## src/inc/hmap_pkg.sv

```systemverilog
/*
 package of the host memory access port: widths, pin positions on the
 shared host pins, the strap settle count, the state encoding and the fifo shape.
 assumes it is compiled before every design file that uses it.
*/
`default_nettype none
package hmap_pkg;

	// bus and word widths
	localparam int BUS_W = 16;
	localparam int WIDE_BUS_W = 32;
	localparam int ADDR_W = 14;
	localparam int DATA_W = 16;
	localparam int WIDE_W = 24;
	localparam int PINS_W = 12;

	// bit positions inside a latched address word
	localparam int TYPE_BIT = 15;
	localparam int ADDR_LSB = 0;

	// shared pin positions (index = pin number minus one)
	localparam int PIN_RD = 4;
	localparam int PIN_WR = 5;
	localparam int PIN_SEL = 6;
	localparam int PIN_AL = 7;
	localparam int PIN_ACK = 8;
	localparam int PIN_FL0 = 9;
	localparam int FLAG_W = 3;

	// first data memory word holding control registers; plain default
	localparam logic [13:0] CTRL_REG_BASE = 14'h3fe0;

	// cycles after reset release before the synchronised straps are taken
	localparam logic [1:0] STRAP_SETTLE = 2'h3;

	// fifo between the write side of the port and the memory
	localparam int FIFO_DEPTH = 8;
	localparam int FIFO_W = 1 + ADDR_W + WIDE_W;

	// reset values
	localparam logic [13:0] ADDR_RESET = 14'h0000;
	localparam logic ACK_IDLE_N = 1'b1;

	typedef enum logic [4:0] {
		ST_IDLE = 5'b00001,
		ST_RD_DRAIN = 5'b00010,
		ST_RD_ISSUE = 5'b00100,
		ST_RD_LOAD = 5'b01000,
		ST_RD_HOLD = 5'b10000
	} port_state_e;

endpackage
`default_nettype wire

```

## src/verilog/pin_sync.sv

```systemverilog
/*
 two flip-flop synchroniser for a group of pins.
 assumes each bit is a level that is stable for more than two clock cycles.
*/
`timescale 1ns/1ps
`default_nettype none
module pin_sync #(
	parameter int WIDTH = 1
) (
	input wire logic core_clk,
	input wire logic reset_n,
	input wire logic [WIDTH-1:0] pins_in,
	output logic [WIDTH-1:0] pins_out
);

	typedef struct packed {
		logic [WIDTH-1:0] first;
		logic [WIDTH-1:0] second;
	} sync_s;

	sync_s r;
	sync_s r_nxt;

	// first stage feeds only the second stage
	always_comb begin
		r_nxt = r;
		r_nxt.first = pins_in;
		r_nxt.second = r.first;
	end

	always_ff @(posedge core_clk or negedge reset_n) begin
		if (!reset_n) begin
			r <= '0;
		end else begin
			r <= r_nxt;
		end
	end

	assign pins_out = r.second;

endmodule
`default_nettype wire

```

## src/verilog/word_fifo.sv

```systemverilog
/*
 synchronous fifo with valid/ready on both sides.
 assumes one clock; depth is a power of two or not, pointers wrap explicitly.
*/
`timescale 1ns/1ps
`default_nettype none
module word_fifo #(
	parameter int WIDTH = 8,
	parameter int DEPTH = 8
) (
	input wire logic core_clk,
	input wire logic reset_n,
	input wire logic in_valid,
	output logic in_ready,
	input wire logic [WIDTH-1:0] in_data,
	output logic out_valid,
	input wire logic out_ready,
	output logic [WIDTH-1:0] out_data
);

	localparam int PW = $clog2(DEPTH);
	localparam int CW = $clog2(DEPTH + 1);
	localparam logic [PW-1:0] LAST = PW'(DEPTH - 1);
	localparam logic [CW-1:0] FULL = CW'(DEPTH);

	typedef struct packed {
		logic [DEPTH-1:0][WIDTH-1:0] mem;
		logic [PW-1:0] wptr;
		logic [PW-1:0] rptr;
		logic [CW-1:0] count;
	} fifo_s;

	fifo_s r;
	fifo_s r_nxt;
	logic push;
	logic pop;

	// full and empty come from the count, so both sides see honest flags
	always_comb begin
		r_nxt = r;
		in_ready = (r.count != FULL);
		out_valid = (r.count != '0);
		out_data = r.mem[r.rptr];
		push = in_valid && in_ready;
		pop = out_valid && out_ready;
		if (push) begin
			r_nxt.mem[r.wptr] = in_data;
			r_nxt.wptr = (r.wptr == LAST) ? '0 : r.wptr + 1'b1;
		end
		if (pop) begin
			r_nxt.rptr = (r.rptr == LAST) ? '0 : r.rptr + 1'b1;
		end
		if (push && !pop) begin
			r_nxt.count = r.count + 1'b1;
		end else if (pop && !push) begin
			r_nxt.count = r.count - 1'b1;
		end
	end

	always_ff @(posedge core_clk or negedge reset_n) begin
		if (!reset_n) begin
			r <= '0;
		end else begin
			r <= r_nxt;
		end
	end

endmodule
`default_nettype wire

```

## src/verilog/host_memory_access_port.sv

```systemverilog
/*
 host memory access port: the shared host pins run either as an
 asynchronous multiplexed address/data port into on-chip program and data
 memory, or are handed to a pci core; straps taken after reset pick the
 personality and the boot source.
 assumes the memory answers a request one cycle later, that mem_ready
 grants the memory for the following cycle, and that the pci core and the
 processor sit on core_clk.
*/
`timescale 1ns/1ps
`default_nettype none

//Contract
// host reads and writes program, data memory
// host writes never reach control registers
// 16-bit muxed bus, 16/24-bit words
// host strobes accepted asynchronously
// address auto-increments after each transfer
// host drives address and type after ack
// address latched on latch falling edge
// host requests with select plus read/write
// one sync cycle, then one access cycle; code synchronises strobes through two flip-flops before the access
// processor can load the address register
// personality straps pick port or pci
// personality fixed after reset
// boot straps pick byte, host, external
// boot straps ignored after reset
// host boot works in either personality
// pci personality carries pci pin set
// acknowledge shows port ready
// bit 15 type, bits 13:0 address
module host_memory_access_port (
	input wire logic core_clk,
	input wire logic reset_n,
	input wire logic [11:0] shared_host_pins_in,
	output logic [11:0] shared_host_pins_out,
	output logic [11:0] shared_host_pins_oe,
	input wire logic [31:0] shared_bus_in,
	output logic [31:0] shared_bus_out,
	output logic [1:0] shared_bus_oe,
	output logic flag7_irq_pin,
	input wire logic bus_personality_strap,
	input wire logic bus_select_strap,
	input wire logic boot_source_strap_a,
	input wire logic boot_source_strap_b,
	output logic straps_valid,
	output logic pci_mode,
	output logic idma_mode,
	output logic boot_from_byte_mem,
	output logic boot_from_host,
	output logic boot_from_ext_mem,
	output logic [11:0] pci_pins_in,
	input wire logic [11:0] pci_pin_out,
	input wire logic [11:0] pci_pin_oe,
	output logic [31:0] pci_bus_in,
	input wire logic [31:0] pci_ad_out,
	input wire logic pci_ad_oe,
	input wire logic pci_inta_req,
	input wire logic [2:0] flag_out,
	input wire logic gp_flag7,
	input wire logic core_addr_load,
	input wire logic [15:0] core_addr_value,
	output logic [15:0] host_port_address_reg,
	input wire logic mem_ready,
	output logic mem_req,
	output logic mem_write,
	output logic mem_is_data,
	output logic [13:0] mem_addr,
	output logic [23:0] mem_wdata,
	input wire logic [23:0] mem_rdata
);

	typedef struct packed {
		hmap_pkg::port_state_e st;
		logic rd_n_p;
		logic wr_n_p;
		logic sel_n_p;
		logic al_p;
		logic [15:0] bus_p;
		logic [13:0] addr;
		logic is_data;
		logic wide_low;
		logic [15:0] wide_hi;
		logic [23:0] rd_word;
		logic [1:0] strap_wait;
		logic straps_done;
		logic pci_mode;
		logic idma_mode;
		logic boot_byte;
		logic boot_host;
		logic boot_ext;
		logic [11:0] pin_out;
		logic [11:0] pin_oe;
		logic [31:0] bus_out;
		logic [1:0] bus_oe;
		logic flag7;
		logic mem_req;
		logic mem_we;
		logic mem_data_sel;
		logic [13:0] mem_addr;
		logic [23:0] mem_wdata;
	} port_state_s;

	port_state_s r;
	port_state_s r_nxt;

	logic [11:0] pins_s;
	logic [31:0] bus_s;
	logic [3:0] straps_s;
	logic s_rd_n;
	logic s_wr_n;
	logic s_sel_n;
	logic s_al;
	logic wr_done;
	logic rd_start;
	logic rd_end;
	logic al_fall;
	logic fifo_in_valid;
	logic fifo_in_ready;
	logic [hmap_pkg::FIFO_W-1:0] fifo_in_data;
	logic fifo_out_valid;
	logic fifo_out_ready;
	logic [hmap_pkg::FIFO_W-1:0] fifo_out_data;
	logic drain_data;
	logic [13:0] drain_addr;
	logic [23:0] drain_word;
	logic drain_blocked;

	// every pin and strap crosses two flip-flops before any logic sees it
	pin_sync #(
		.WIDTH(48)
	) u_pin_sync (
		.core_clk(core_clk),
		.reset_n(reset_n),
		.pins_in({boot_source_strap_b, boot_source_strap_a, bus_select_strap,
			bus_personality_strap, shared_bus_in, shared_host_pins_in}),
		.pins_out({straps_s, bus_s, pins_s})
	);

	// host writes queue here so a busy memory does not lose words
	word_fifo #(
		.WIDTH(hmap_pkg::FIFO_W),
		.DEPTH(hmap_pkg::FIFO_DEPTH)
	) u_word_fifo (
		.core_clk(core_clk),
		.reset_n(reset_n),
		.in_valid(fifo_in_valid),
		.in_ready(fifo_in_ready),
		.in_data(fifo_in_data),
		.out_valid(fifo_out_valid),
		.out_ready(fifo_out_ready),
		.out_data(fifo_out_data)
	);

	// port strobes as seen after synchronisation
	assign s_rd_n = pins_s[hmap_pkg::PIN_RD];
	assign s_wr_n = pins_s[hmap_pkg::PIN_WR];
	assign s_sel_n = pins_s[hmap_pkg::PIN_SEL];
	assign s_al = pins_s[hmap_pkg::PIN_AL];

	// strobe events, all but rd_end only live in port personality
	assign al_fall = r.idma_mode && r.al_p && !s_al;
	assign wr_done = r.idma_mode && !r.wr_n_p && !r.sel_n_p && (s_wr_n || s_sel_n);
	assign rd_start = r.idma_mode && !s_rd_n && !s_sel_n && (r.rd_n_p || r.sel_n_p);
	assign rd_end = s_rd_n || s_sel_n;

	// fifo word is {type, address, 24-bit data}
	assign drain_data = fifo_out_data[hmap_pkg::FIFO_W-1];
	assign drain_addr = fifo_out_data[hmap_pkg::WIDE_W +: hmap_pkg::ADDR_W];
	assign drain_word = fifo_out_data[hmap_pkg::WIDE_W-1:0];
	assign drain_blocked = drain_data && (drain_addr >= hmap_pkg::CTRL_REG_BASE);

	// whole port: straps, pin mux, address, read sequence and write drain
	always_comb begin
		r_nxt = r;
		fifo_in_valid = 1'b0;
		fifo_in_data = '0;
		fifo_out_ready = 1'b0;
		r_nxt.rd_n_p = s_rd_n;
		r_nxt.wr_n_p = s_wr_n;
		r_nxt.sel_n_p = s_sel_n;
		r_nxt.al_p = s_al;
		r_nxt.bus_p = bus_s[15:0];
		r_nxt.mem_req = 1'b0;
		r_nxt.mem_we = 1'b0;

		// straps are taken once, after the synchroniser has filled
		if (!r.straps_done) begin
			if (r.strap_wait == hmap_pkg::STRAP_SETTLE) begin
				r_nxt.straps_done = 1'b1;
				r_nxt.pci_mode = straps_s[0] && !straps_s[1];
				r_nxt.idma_mode = !straps_s[0] && !straps_s[1];
				r_nxt.boot_byte = !straps_s[2] && !straps_s[3];
				r_nxt.boot_host = straps_s[2] && !straps_s[3];
				r_nxt.boot_ext = !straps_s[2] && straps_s[3];
			end else begin
				r_nxt.strap_wait = r.strap_wait + 2'h1;
			end
		end

		// drain queued writes whenever memory is granted
		fifo_out_ready = mem_ready;
		if (fifo_out_valid && mem_ready) begin
			r_nxt.mem_req = !drain_blocked;
			r_nxt.mem_we = 1'b1;
			r_nxt.mem_data_sel = drain_data;
			r_nxt.mem_addr = drain_addr;
			r_nxt.mem_wdata = drain_word;
		end

		// address register: processor load wins over a host latch
		if (core_addr_load) begin
			r_nxt.addr = core_addr_value[hmap_pkg::ADDR_LSB +: hmap_pkg::ADDR_W];
			r_nxt.is_data = core_addr_value[hmap_pkg::TYPE_BIT];
			r_nxt.wide_low = 1'b0;
		end else if (al_fall && r.st == hmap_pkg::ST_IDLE) begin
			r_nxt.addr = r.bus_p[hmap_pkg::ADDR_LSB +: hmap_pkg::ADDR_W];
			r_nxt.is_data = r.bus_p[hmap_pkg::TYPE_BIT];
			r_nxt.wide_low = 1'b0;
		end

		// transfer sequence; program words move as upper 16 then lower 8 bits
		case (r.st)
			hmap_pkg::ST_IDLE: begin
				if (wr_done && !core_addr_load) begin
					if (r.is_data) begin
						fifo_in_valid = 1'b1;
						fifo_in_data = {1'b1, r.addr, 8'h00, r.bus_p};
						if (fifo_in_ready) begin
							r_nxt.addr = r.addr + 14'h0001;
						end
					end else if (!r.wide_low) begin
						r_nxt.wide_hi = r.bus_p;
						r_nxt.wide_low = 1'b1;
					end else begin
						fifo_in_valid = 1'b1;
						fifo_in_data = {1'b0, r.addr, r.wide_hi, r.bus_p[7:0]};
						if (fifo_in_ready) begin
							r_nxt.wide_low = 1'b0;
							r_nxt.addr = r.addr + 14'h0001;
						end
					end
				end else if (rd_start && !core_addr_load) begin
					if (!r.is_data && r.wide_low) begin
						// lower byte already held, no memory cycle needed
						r_nxt.bus_out[15:0] = {r.rd_word[7:0], 8'h00};
						r_nxt.bus_oe[0] = 1'b1;
						r_nxt.st = hmap_pkg::ST_RD_HOLD;
					end else begin
						r_nxt.st = hmap_pkg::ST_RD_DRAIN;
					end
				end
			end
			hmap_pkg::ST_RD_DRAIN: begin
				// reads wait behind queued writes to keep host order
				if (rd_end) begin
					r_nxt.st = hmap_pkg::ST_IDLE;
				end else if (!fifo_out_valid && mem_ready) begin
					r_nxt.mem_req = 1'b1;
					r_nxt.mem_we = 1'b0;
					r_nxt.mem_data_sel = r.is_data;
					r_nxt.mem_addr = r.addr;
					r_nxt.st = hmap_pkg::ST_RD_ISSUE;
				end
			end
			hmap_pkg::ST_RD_ISSUE: begin
				r_nxt.st = hmap_pkg::ST_RD_LOAD;
			end
			hmap_pkg::ST_RD_LOAD: begin
				r_nxt.rd_word = mem_rdata;
				r_nxt.bus_out[15:0] = r.is_data ? mem_rdata[15:0] : mem_rdata[23:8];
				r_nxt.bus_oe[0] = 1'b1;
				r_nxt.st = hmap_pkg::ST_RD_HOLD;
			end
			hmap_pkg::ST_RD_HOLD: begin
				if (rd_end) begin
					r_nxt.bus_oe[0] = 1'b0;
					r_nxt.st = hmap_pkg::ST_IDLE;
					if (r.is_data || r.wide_low) begin
						r_nxt.wide_low = 1'b0;
						r_nxt.addr = r.addr + 14'h0001;
					end else begin
						r_nxt.wide_low = 1'b1;
					end
				end
			end
			default: begin
				r_nxt.st = hmap_pkg::ST_IDLE;
			end
		endcase

		// pin personality; nothing is driven until the straps are known
		if (!r.straps_done) begin
			r_nxt.pin_oe = '0;
			r_nxt.bus_oe = 2'h0;
			r_nxt.flag7 = 1'b0;
		end else if (r.pci_mode) begin
			r_nxt.pin_out = pci_pin_out;
			r_nxt.pin_oe = pci_pin_oe;
			r_nxt.bus_out = pci_ad_out;
			r_nxt.bus_oe = {2{pci_ad_oe}};
			r_nxt.flag7 = pci_inta_req;
		end else if (r.idma_mode) begin
			r_nxt.pin_out = '0;
			r_nxt.pin_oe = '0;
			// ready only when idle and a write would find room
			r_nxt.pin_out[hmap_pkg::PIN_ACK] = !(r_nxt.st == hmap_pkg::ST_IDLE
				&& fifo_in_ready && !fifo_in_valid);
			r_nxt.pin_oe[hmap_pkg::PIN_ACK] = 1'b1;
			r_nxt.pin_out[hmap_pkg::PIN_FL0 +: hmap_pkg::FLAG_W] = flag_out;
			r_nxt.pin_oe[hmap_pkg::PIN_FL0 +: hmap_pkg::FLAG_W] = 3'h7;
			r_nxt.bus_out[31:16] = 16'h0000;
			r_nxt.bus_oe[1] = 1'b0;
			r_nxt.flag7 = gp_flag7;
		end else begin
			// reserved strap code: keep the shared pins quiet
			r_nxt.pin_oe = '0;
			r_nxt.bus_oe = 2'h0;
			r_nxt.flag7 = gp_flag7;
		end
	end

	// constants only under reset; acknowledge idles not-ready
	always_ff @(posedge core_clk or negedge reset_n) begin
		if (!reset_n) begin
			r <= '0;
			r.st <= hmap_pkg::ST_IDLE;
			r.addr <= hmap_pkg::ADDR_RESET;
			r.pin_out[hmap_pkg::PIN_ACK] <= hmap_pkg::ACK_IDLE_N;
		end else begin
			r <= r_nxt;
		end
	end

	// outputs straight from flip-flops
	assign shared_host_pins_out = r.pin_out;
	assign shared_host_pins_oe = r.pin_oe;
	assign shared_bus_out = r.bus_out;
	assign shared_bus_oe = r.bus_oe;
	assign flag7_irq_pin = r.flag7;
	assign straps_valid = r.straps_done;
	assign pci_mode = r.pci_mode;
	assign idma_mode = r.idma_mode;
	assign boot_from_byte_mem = r.boot_byte;
	assign boot_from_host = r.boot_host;
	assign boot_from_ext_mem = r.boot_ext;
	assign pci_pins_in = pins_s;
	assign pci_bus_in = bus_s;
	assign host_port_address_reg = {r.is_data, 1'b0, r.addr};
	assign mem_req = r.mem_req;
	assign mem_write = r.mem_we;
	assign mem_is_data = r.mem_data_sel;
	assign mem_addr = r.mem_addr;
	assign mem_wdata = r.mem_wdata;

endmodule
`default_nettype wire

```

## config.mk

```make
export PLATFORM = sky130hd
export DESIGN_NAME = host_memory_access_port
export DESIGN_NICKNAME = d
export VERILOG_FILES = /design/src/inc/hmap_pkg.sv /design/src/verilog/pin_sync.sv /design/src/verilog/word_fifo.sv /design/src/verilog/host_memory_access_port.sv
export SDC_FILE = /design/constraint.sdc
export NUM_CORES = 1
export LEC_CHECK = 0
export ABC_AREA = 1
export BUFFER_PORTS_ARGS = -buffer_cell sky130_fd_sc_hd__buf_2
export CAP_MARGIN = 20
export CORE_MARGIN = 4
export CORE_UTILIZATION = 40
export DETAILED_ROUTE_END_ITERATION = 8
export GPL_TIMING_DRIVEN = 0
export PLACE_DENSITY = 0.58
export RECOVER_POWER = 50
export SYNTH_ARGS = -nofsm -noshare
export SYNTH_HDL_FRONTEND = slang
export SYNTH_HIERARCHICAL = 1
export SYNTH_SLANG_ARGS = --single-unit
```

## constraint.sdc

```tcl
create_clock -name core_clk -period 3.6 [get_ports core_clk]
set_input_delay 0.72 -clock core_clk [delete_from_list [all_inputs] [get_ports core_clk]]
set_output_delay 0.72 -clock core_clk [all_outputs]
set_load 0.02 [all_outputs]
```

==> results of run 1 <==
[synth_stat cells (all sizes together)]
library cell,n
nand2,1385
dfrtp,589
nand4,322
buf,277
o21ai,239
nor2,207
clkbuf,163
inv,107
nand3,106
a31oi,32
a21oi,12
ha,9
o211ai,9
or2,9
nor3,7
xor2,6
clkinv,2
dfstp,2
o22ai,2
xnor2,2
conb,1
fa,1
nand3b,1
nor4,1
o21a,1
o21bai,1
o31ai,1
[through the flow]
step	cells	util
final	4870	0.479
after global routing	4869	0.479
after CTS	4865	0.481
after detailed placement	4748	0.449
after global placement	4742	0.446
after floorplan	3494	-
[logic make-up after synthesis]
logic type / Yosys count / share of synthesized area
fa+ha+maj: 10 / 0.00472
xor+xnor: 8 / 0.00250
flops: 591 / 0.527
compound gates: 297 / 0.0557
simple gates: 2038 / 0.309
buf+inv: 549 / 0.101
other cells: 1 / 0.000134
[power breakdown]
part,switching (uW),internal (uW)
combinational,4390,1710
sequential,368,7110
clock,2870,4050
[routing by layer]
metal	vias up	wire length [um]	share of wire
met5	-	87	0.00091
met4	14	2030	0.021
met2	913	44400	0.46
met1	12200	41300	0.43
li1	12000	-	-
met3	148	7900	0.082
[how the worst max path moves through the flow]
stage / from / endpoint / cells past startpoint
finish: r[184] / u_word_fifo/r[3] / 15
global route: reset_n / u_pin_sync/pins_out[21] / 2
CTS: r[184] / u_word_fifo/r[3] / 16
detailed placement: core_addr_load / u_word_fifo/r[3] / 18
global placement: reset_n / u_pin_sync/r[75] / 1
floorplan: core_addr_load / u_word_fifo/r[3] / 17
[final cells by class]
cell class	count	area (um2)	share of cell area
multi-input combinational	2354	10500	0.316
tap	931	1160	0.0352
buffer	439	2380	0.0720
timing repair buffer	323	1670	0.0504
sequential	591	14800	0.447
clock inverter	17	166	0.00503
clock buffer	100	2030	0.0613
antenna	6	15.0	0.000454
inverter	109	409	0.0124
[repair_timing]
item	CTS	global route
buffers inserted	0	0
resized for setup	3	2
setup endpoints to repair	66	20
==> summary.txt, run 1 <==
Logic synthesis
  – Sequential cell area fraction in the yosys report: 0.527
  – Synthesis warning total: 6
  – Number of unique standard cell types used by synthesis: 41
  – Area of the mapped netlist: approximately 28000 um2
  – Mean instance size in the synthesized netlist: ~8 um2
  – Most area-consuming cells after synthesis: sky130_fd_sc_hd__dfrtp_1 (52%), sky130_fd_sc_hd__nand2_1 (18%), sky130_fd_sc_hd__nand4_1 (7.2%), sky130_fd_sc_hd__buf_4 (4.4%), sky130_fd_sc_hd__o21ai_0 (3.9%)
  – Register bit total from synthesis: 591
  – Synthesized instance count: between 3k and 4k
  – Number of nets in the synthesized netlist: ~3.7k
  – Library cell with the largest summed area after synthesis: sky130_fd_sc_hd__dfrtp_1
  – Area share of the largest cell type after synthesis: 0.525

Worst setup path
  – Source of the worst register-to-register timing path: r[184]
  – Series of cell instances along the critical path: nand2_1 -> nor2_2 -> nand3_2 -> clkbuf_2 -> inv_2 -> nand2_1 -> inv_2 -> ha_1 -> inv_1 -> ha_1 -> or2_2 -> nand2_1 -> nand2_1 -> nand3_1 -> nand2_1
  – Worst setup EP type: register
  – Crit Path Class: reg -> reg
  – Capture instance of the worst register-to-register path: u_word_fifo/r[3]
  – Setup slack of the most critical reg-to-reg path: 0.29 ns
  – Critical path buffers and inverters: 4
  – Most repeated library cell on the critical path: sky130_fd_sc_hd__nand2_1
  – Required time at the worst-slack endpoint: a little over 4 ns
  – Critical path startpoint category: register
  – Arrival time at the worst endpoint: 3.80 ns
  – Worst-path fanout max: 15
  – Cell count of the worst reg-to-reg path: 15
  – Crit path max-delay family: simple AND/OR/NAND/NOR gates
  – Max stage delay on crit path: 0.57 ns
  – Cell at the slowest stage of the critical path: sky130_fd_sc_hd__dfstp_1

Timing
  – Final critical-path share of the clock period: 0.920
  – Setup-failing EPs final: 0
  – Setup repair after global routing missed its margin: no
  – Total count of hold-check failures in the final report: 0
  – Fmax: 302 MHz
  – Fin. max-slew vios: roughly 250
  – Clock period minus worst slack: 3.31 ns
  – Fin Hold WS: 0.0144 ns
  – Worst-case headroom to the max-slew limit: -0.795
  – Slew of the pin with the lowest slew margin: roughly 2.7 ns
  – Post-Route Skew: 0.0341 ns
  – Min setup slack post-route: ~0.29 ns
  – Post-Route Setup TNS: 0 ns

Clock tree
  – Clock slew at the register clock pins of the worst setup and hold paths: ~0.06 ns
  – Worst-Skew Late Latency: just over 0.6 ns
  – Number of clock sinks seen by CTS: 591
  – Number of buffers inserted during clock tree synthesis: between 60 and 70
  – Clock tree from TritonCTS: built
  – Buffers from clock root to sink, at most: 3
  – Number of levels in the clock H-tree: 3
  – Number of buffers added to fix hold violations after cts: 0
  – Buffer cell driving the clock tree root: sky130_fd_sc_hd__clkbuf_16

Drt
  – Number of detailed-routing iterations run before antenna repair: 6
  – Average detailed-routed wire length per instance: a little under 20 um
  – Via count: 25.2k
  – Post-route DRC: 0
  – Per-cell via count in the routed design: 5.18
  – DRT iter0 DRCs: 2478
  – Final routed wirelength across all metal layers: around 96 mm
  – Post-DRT Antenna Nets: 0

Finish
  – Filler cell count: around 7k
  – Register bank with the most flops: u_word_fifo/r
  – Final net count: just over 4k
  – Layout cell share with drive strength beyond 1: 0.182
  – Most used cells in the layout excluding fill and tap cells: sky130_fd_sc_hd__nand2_1 (1383), sky130_fd_sc_hd__dfrtp_1 (589), sky130_fd_sc_hd__buf_2 (380), sky130_fd_sc_hd__nand4_1 (322), sky130_fd_sc_hd__o21ai_0 (219)
  – Top Registers: u_word_fifo/r x322, r x52
  – Most common cell after layout, fill and taps aside: sky130_fd_sc_hd__nand2_1
  – Largest register FFs: roughly 320
  – Layout-stage area growth over the synthesis result: 17.8%
  – Post-Layout Inst Area: between 30000 and 40000 um2

Floorplanning
  – Placeable core area: just under 70000 um2
  – Die Ht: 273 um
  – Die extent in x: about 270 um
  – Initial core utilization: 0.407
  – Number of placement rows: between 90 and 100
  – DIE AREA: 74500 um2
  – Number of top-level design ports: 320

Power and ir drop
  – Static leakage: ~0.018 uW
  – Power per standard cell area: 620 nW/um2
  – Peak VDD IR: 0.000408 V
  – PnR Total Power: 20500 uW

Global routing
  – Antenna violations before repair: 14
  – Met3 usage in global routing: 0.0498
  – Met1 global-route usage: 0.355
  – Routing usage on met2: 0.409
  – Overall Global Routing Usage: 0.254
  – Remaining global-route overflow: 0
  – Via count of the first global-routing pass: 24.4k
  – GRT busiest layer: met2
  – First-pass GRT wire length: 147 mm
  – Maximum number of pins on one net before global-route repair: 110

Placement
  – Post-Place Worst Slack: -0.722 ns
  – Placed wire-length estimate after detailed placement: around 69 mm
  – Cell Area, Placed: a little over 30000 um2
  – Weighted congestion reported at the end of routability-driven placement: 0.862
  – Port buffer count: ~320

Run
  – Max capacitance violation total: 3

Outcome
  – Violated checks: capacitance limit, slew limit
  – Status: finished with violations

Hold path
  – Classification of the worst-slack hold path: in -> async
No activity file was read; power rests on OpenSTA's default activity.
==> run 2: changes to the inputs <==
- GPL_TIMING_DRIVEN: 0 -> 1
==> summary.txt, run 2 (synthesized netlist as in run 1, its figures left out) <==
Outcome
  – Status: finished with violations
  – Violated checks: capacitance limit, slew limit

Timing
  – Worst-case headroom to the max-slew limit: -0.338
  – Fmax: around 330 MHz
  – Clock period minus worst slack: ~3.0 ns
  – Post-Route Setup TNS: 0 ns
  – Slew of the pin with the lowest slew margin: about 2 ns
  – Final critical-path share of the clock period: 0.835
  – Setup repair after global routing missed its margin: no
  – Setup-failing EPs final: 0
  – Fin. max-slew vios: 64
  – Post-Route Skew: 0.0350 ns
  – Total count of hold-check failures in the final report: 0
  – Min setup slack post-route: slightly below 0.6 ns

Floorplanning
  – Die extent in x: between 200 and 300 um
  – Placeable core area: between 60000 and 70000 um2
  – Number of top-level design ports: 320
  – Number of placement rows: 96
  – Initial core utilization: 0.407
  – DIE AREA: roughly 74000 um2
  – Die Ht: between 200 and 300 um

Worst setup path
  – Capture instance of the worst register-to-register path: u_word_fifo/r[189]
  – Required time at the worst-slack endpoint: a little over 4 ns
  – Cell count of the worst reg-to-reg path: 8
  – Arrival time at the worst endpoint: 3.54 ns
  – Setup slack of the most critical reg-to-reg path: about 0.59 ns
  – Worst-path fanout max: 156
  – Source of the worst register-to-register timing path: r[184]
  – Critical path startpoint category: register
  – Crit Path Class: reg -> reg
  – Worst setup EP type: register

Drt
  – Length of routed met3 wiring: around 6.3 mm
  – Post-DRT Antenna Nets: 0
  – Average detailed-routed wire length per instance: between 15 and 20 um
  – Post-route DRC: 0
  – DRT iter0 DRCs: about 2.2k
  – Via count: between 20k and 25k
  – Routed metal-1 wirelength: ~37 mm
  – Met2 WL post-DR: roughly 42 mm
  – Per-cell via count in the routed design: approximately 5.2
  – Max layer used: met5
  – Final routed wirelength across all metal layers: 87.4 mm
  – Number of detailed-routing iterations run before antenna repair: 6

Finish
  – Top Registers: u_word_fifo/r x322, r x52
  – Utilization after layout: 0.457
  – Most used cells in the layout excluding fill and tap cells: sky130_fd_sc_hd__nand2_1 (1381), sky130_fd_sc_hd__dfrtp_1 (586), sky130_fd_sc_hd__nand4_1 (322), sky130_fd_sc_hd__buf_2 (316), sky130_fd_sc_hd__o21ai_0 (219)
  – Most common cell after layout, fill and taps aside: sky130_fd_sc_hd__nand2_1
  – Register bank with the most flops: u_word_fifo/r
  – Largest register FFs: between 300 and 400
  – Final net count: 3699
  – Filler cell count: just under 7k
  – Layout-stage area growth over the synthesis result: 12.5%
  – Layout cell share with drive strength beyond 1: 0.158

Clock tree
  – Buffers from clock root to sink, at most: 3
  – Number of buffers inserted during clock tree synthesis: 67
  – Number of buffers added to fix hold violations after cts: 0
  – Number of clock sinks seen by CTS: a little under 600
  – Post-CTS setup buffer count: 0
  – Count of cells resized by post-cts repair: 0
  – Clock slew at the register clock pins of the worst setup and hold paths: 0.06 ns
  – Clock tree from TritonCTS: built
  – Number of levels in the clock H-tree: 3
  – Buffer cell driving the clock tree root: sky130_fd_sc_hd__clkbuf_16
  – Worst-Skew Late Latency: 0.61 ns

Global routing
  – Remaining global-route overflow: 0
  – First-pass GRT wire length: approximately 140 mm
  – Maximum number of pins on one net before global-route repair: roughly 170
  – Via count of the first global-routing pass: roughly 23k
  – Overall Global Routing Usage: 0.231
  – Antenna violations before repair: 7

Power and ir drop
  – Power per standard cell area: approximately 630 nW/um2
  – Peak VDD IR: 0.000401 V
  – Static leakage: 0.0168 uW

Hold path
  – Startpoint of the worst hold path: shared_bus_in[4]
  – Worst hold stages: 1
  – Destination of the worst hold path: u_pin_sync/r[64]
  – Classification of the worst-slack hold path: in -> reg

Run
  – Max capacitance violation total: 1

Placement
  – Weighted congestion reported at the end of routability-driven placement: between 0.7 and 0.8
  – Post-Place Worst Slack: between 0.3 and 0.4 ns
  – Port buffer count: 317
  – Placed wire-length estimate after detailed placement: approximately 53 mm
## run 2: changes by cell type in the layout (fill, tap and decap cells not counted), moves of 6 or more
cell / change
sky130_fd_sc_hd__clkbuf_1: -139
sky130_fd_sc_hd__buf_4: -73
sky130_fd_sc_hd__buf_2: -64
sky130_fd_sc_hd__clkbuf_2: -39
sky130_fd_sc_hd__buf_1: -35
sky130_fd_sc_hd__buf_12: +12
sky130_fd_sc_hd__clkbuf_4: -10
sky130_fd_sc_hd__clkinv_2: +9
sky130_fd_sc_hd__nand3_1: -9
sky130_fd_sc_hd__nand3_2: +8
sky130_fd_sc_hd__nor2_1: -8
sky130_fd_sc_hd__nor2_4: +6
## run 2: area by class of cell
class / instances / area [um2] / area share
tap: 931 / 1160 / 0.0369
antenna: 7 / 17.5 / 0.000555
multi-input combinational: 2354 / 10600 / 0.335
clock buffer: 95 / 1990 / 0.0629
clock inverter: 25 / 218 / 0.00689
inverter: 109 / 419 / 0.0133
sequential: 591 / 14800 / 0.468
timing repair buffer: 412 / 2410 / 0.0764
## run 2: how the worst max path moves through the flow
stage / start / slack, ns / depth (start not counted) / endpoint
after detailed placement: core_addr_load / 0.38 / 16 / u_word_fifo/r[3]
after global routing: reset_n / 0.25 / 3 / r[167]
final: r[184] / 0.59 / 8 / u_word_fifo/r[189]
after floorplan: core_addr_load / 0.43 / 17 / u_word_fifo/r[3]
after CTS: r[184] / 0.69 / 8 / u_word_fifo/r[189]
after global placement: core_addr_load / 0.40 / 10 / u_word_fifo/r[266]
## run 2: stage by stage
stage                     hold WS, ns  std cells  total power (uW)  area, um2
after floorplan                 0.331       3494             11200      28100
after global placement          0.331       4397             13100      29500
after detailed placement        0.335       4397             13100      29500
after CTS                       0.115       4517             20000      31700
after global routing            0.197       4521             20800      31600
final                           0.219       4524             19800      31600
## run 2: per-layer routing
metal / track usage / vias up
li1: - / 11300
met1: 0.310 / 11400
met2: 0.378 / 781
met3: 0.0489 / 122
met4: 0.0679 / 4
met5: 0 / -
## run 2: report_power, final
group / switching [uW] / total (uW) / internal, uW
clock: 2860 / 6870 / 4010
combinational: 4080 / 5400 / 1320
sequential: 439 / 7550 / 7110
## run 2: critical path: stages, from the launching register on
cell	delay (ns)
sky130_fd_sc_hd__dfstp_1	0.59
sky130_fd_sc_hd__nand2_1	0.08
sky130_fd_sc_hd__nor2_2	0.25
sky130_fd_sc_hd__nand3_1	0.38
sky130_fd_sc_hd__inv_8	0.15
sky130_fd_sc_hd__buf_12	0.42
sky130_fd_sc_hd__buf_12	0.53
sky130_fd_sc_hd__nand4_1	0.20
sky130_fd_sc_hd__nand2_1	0.14
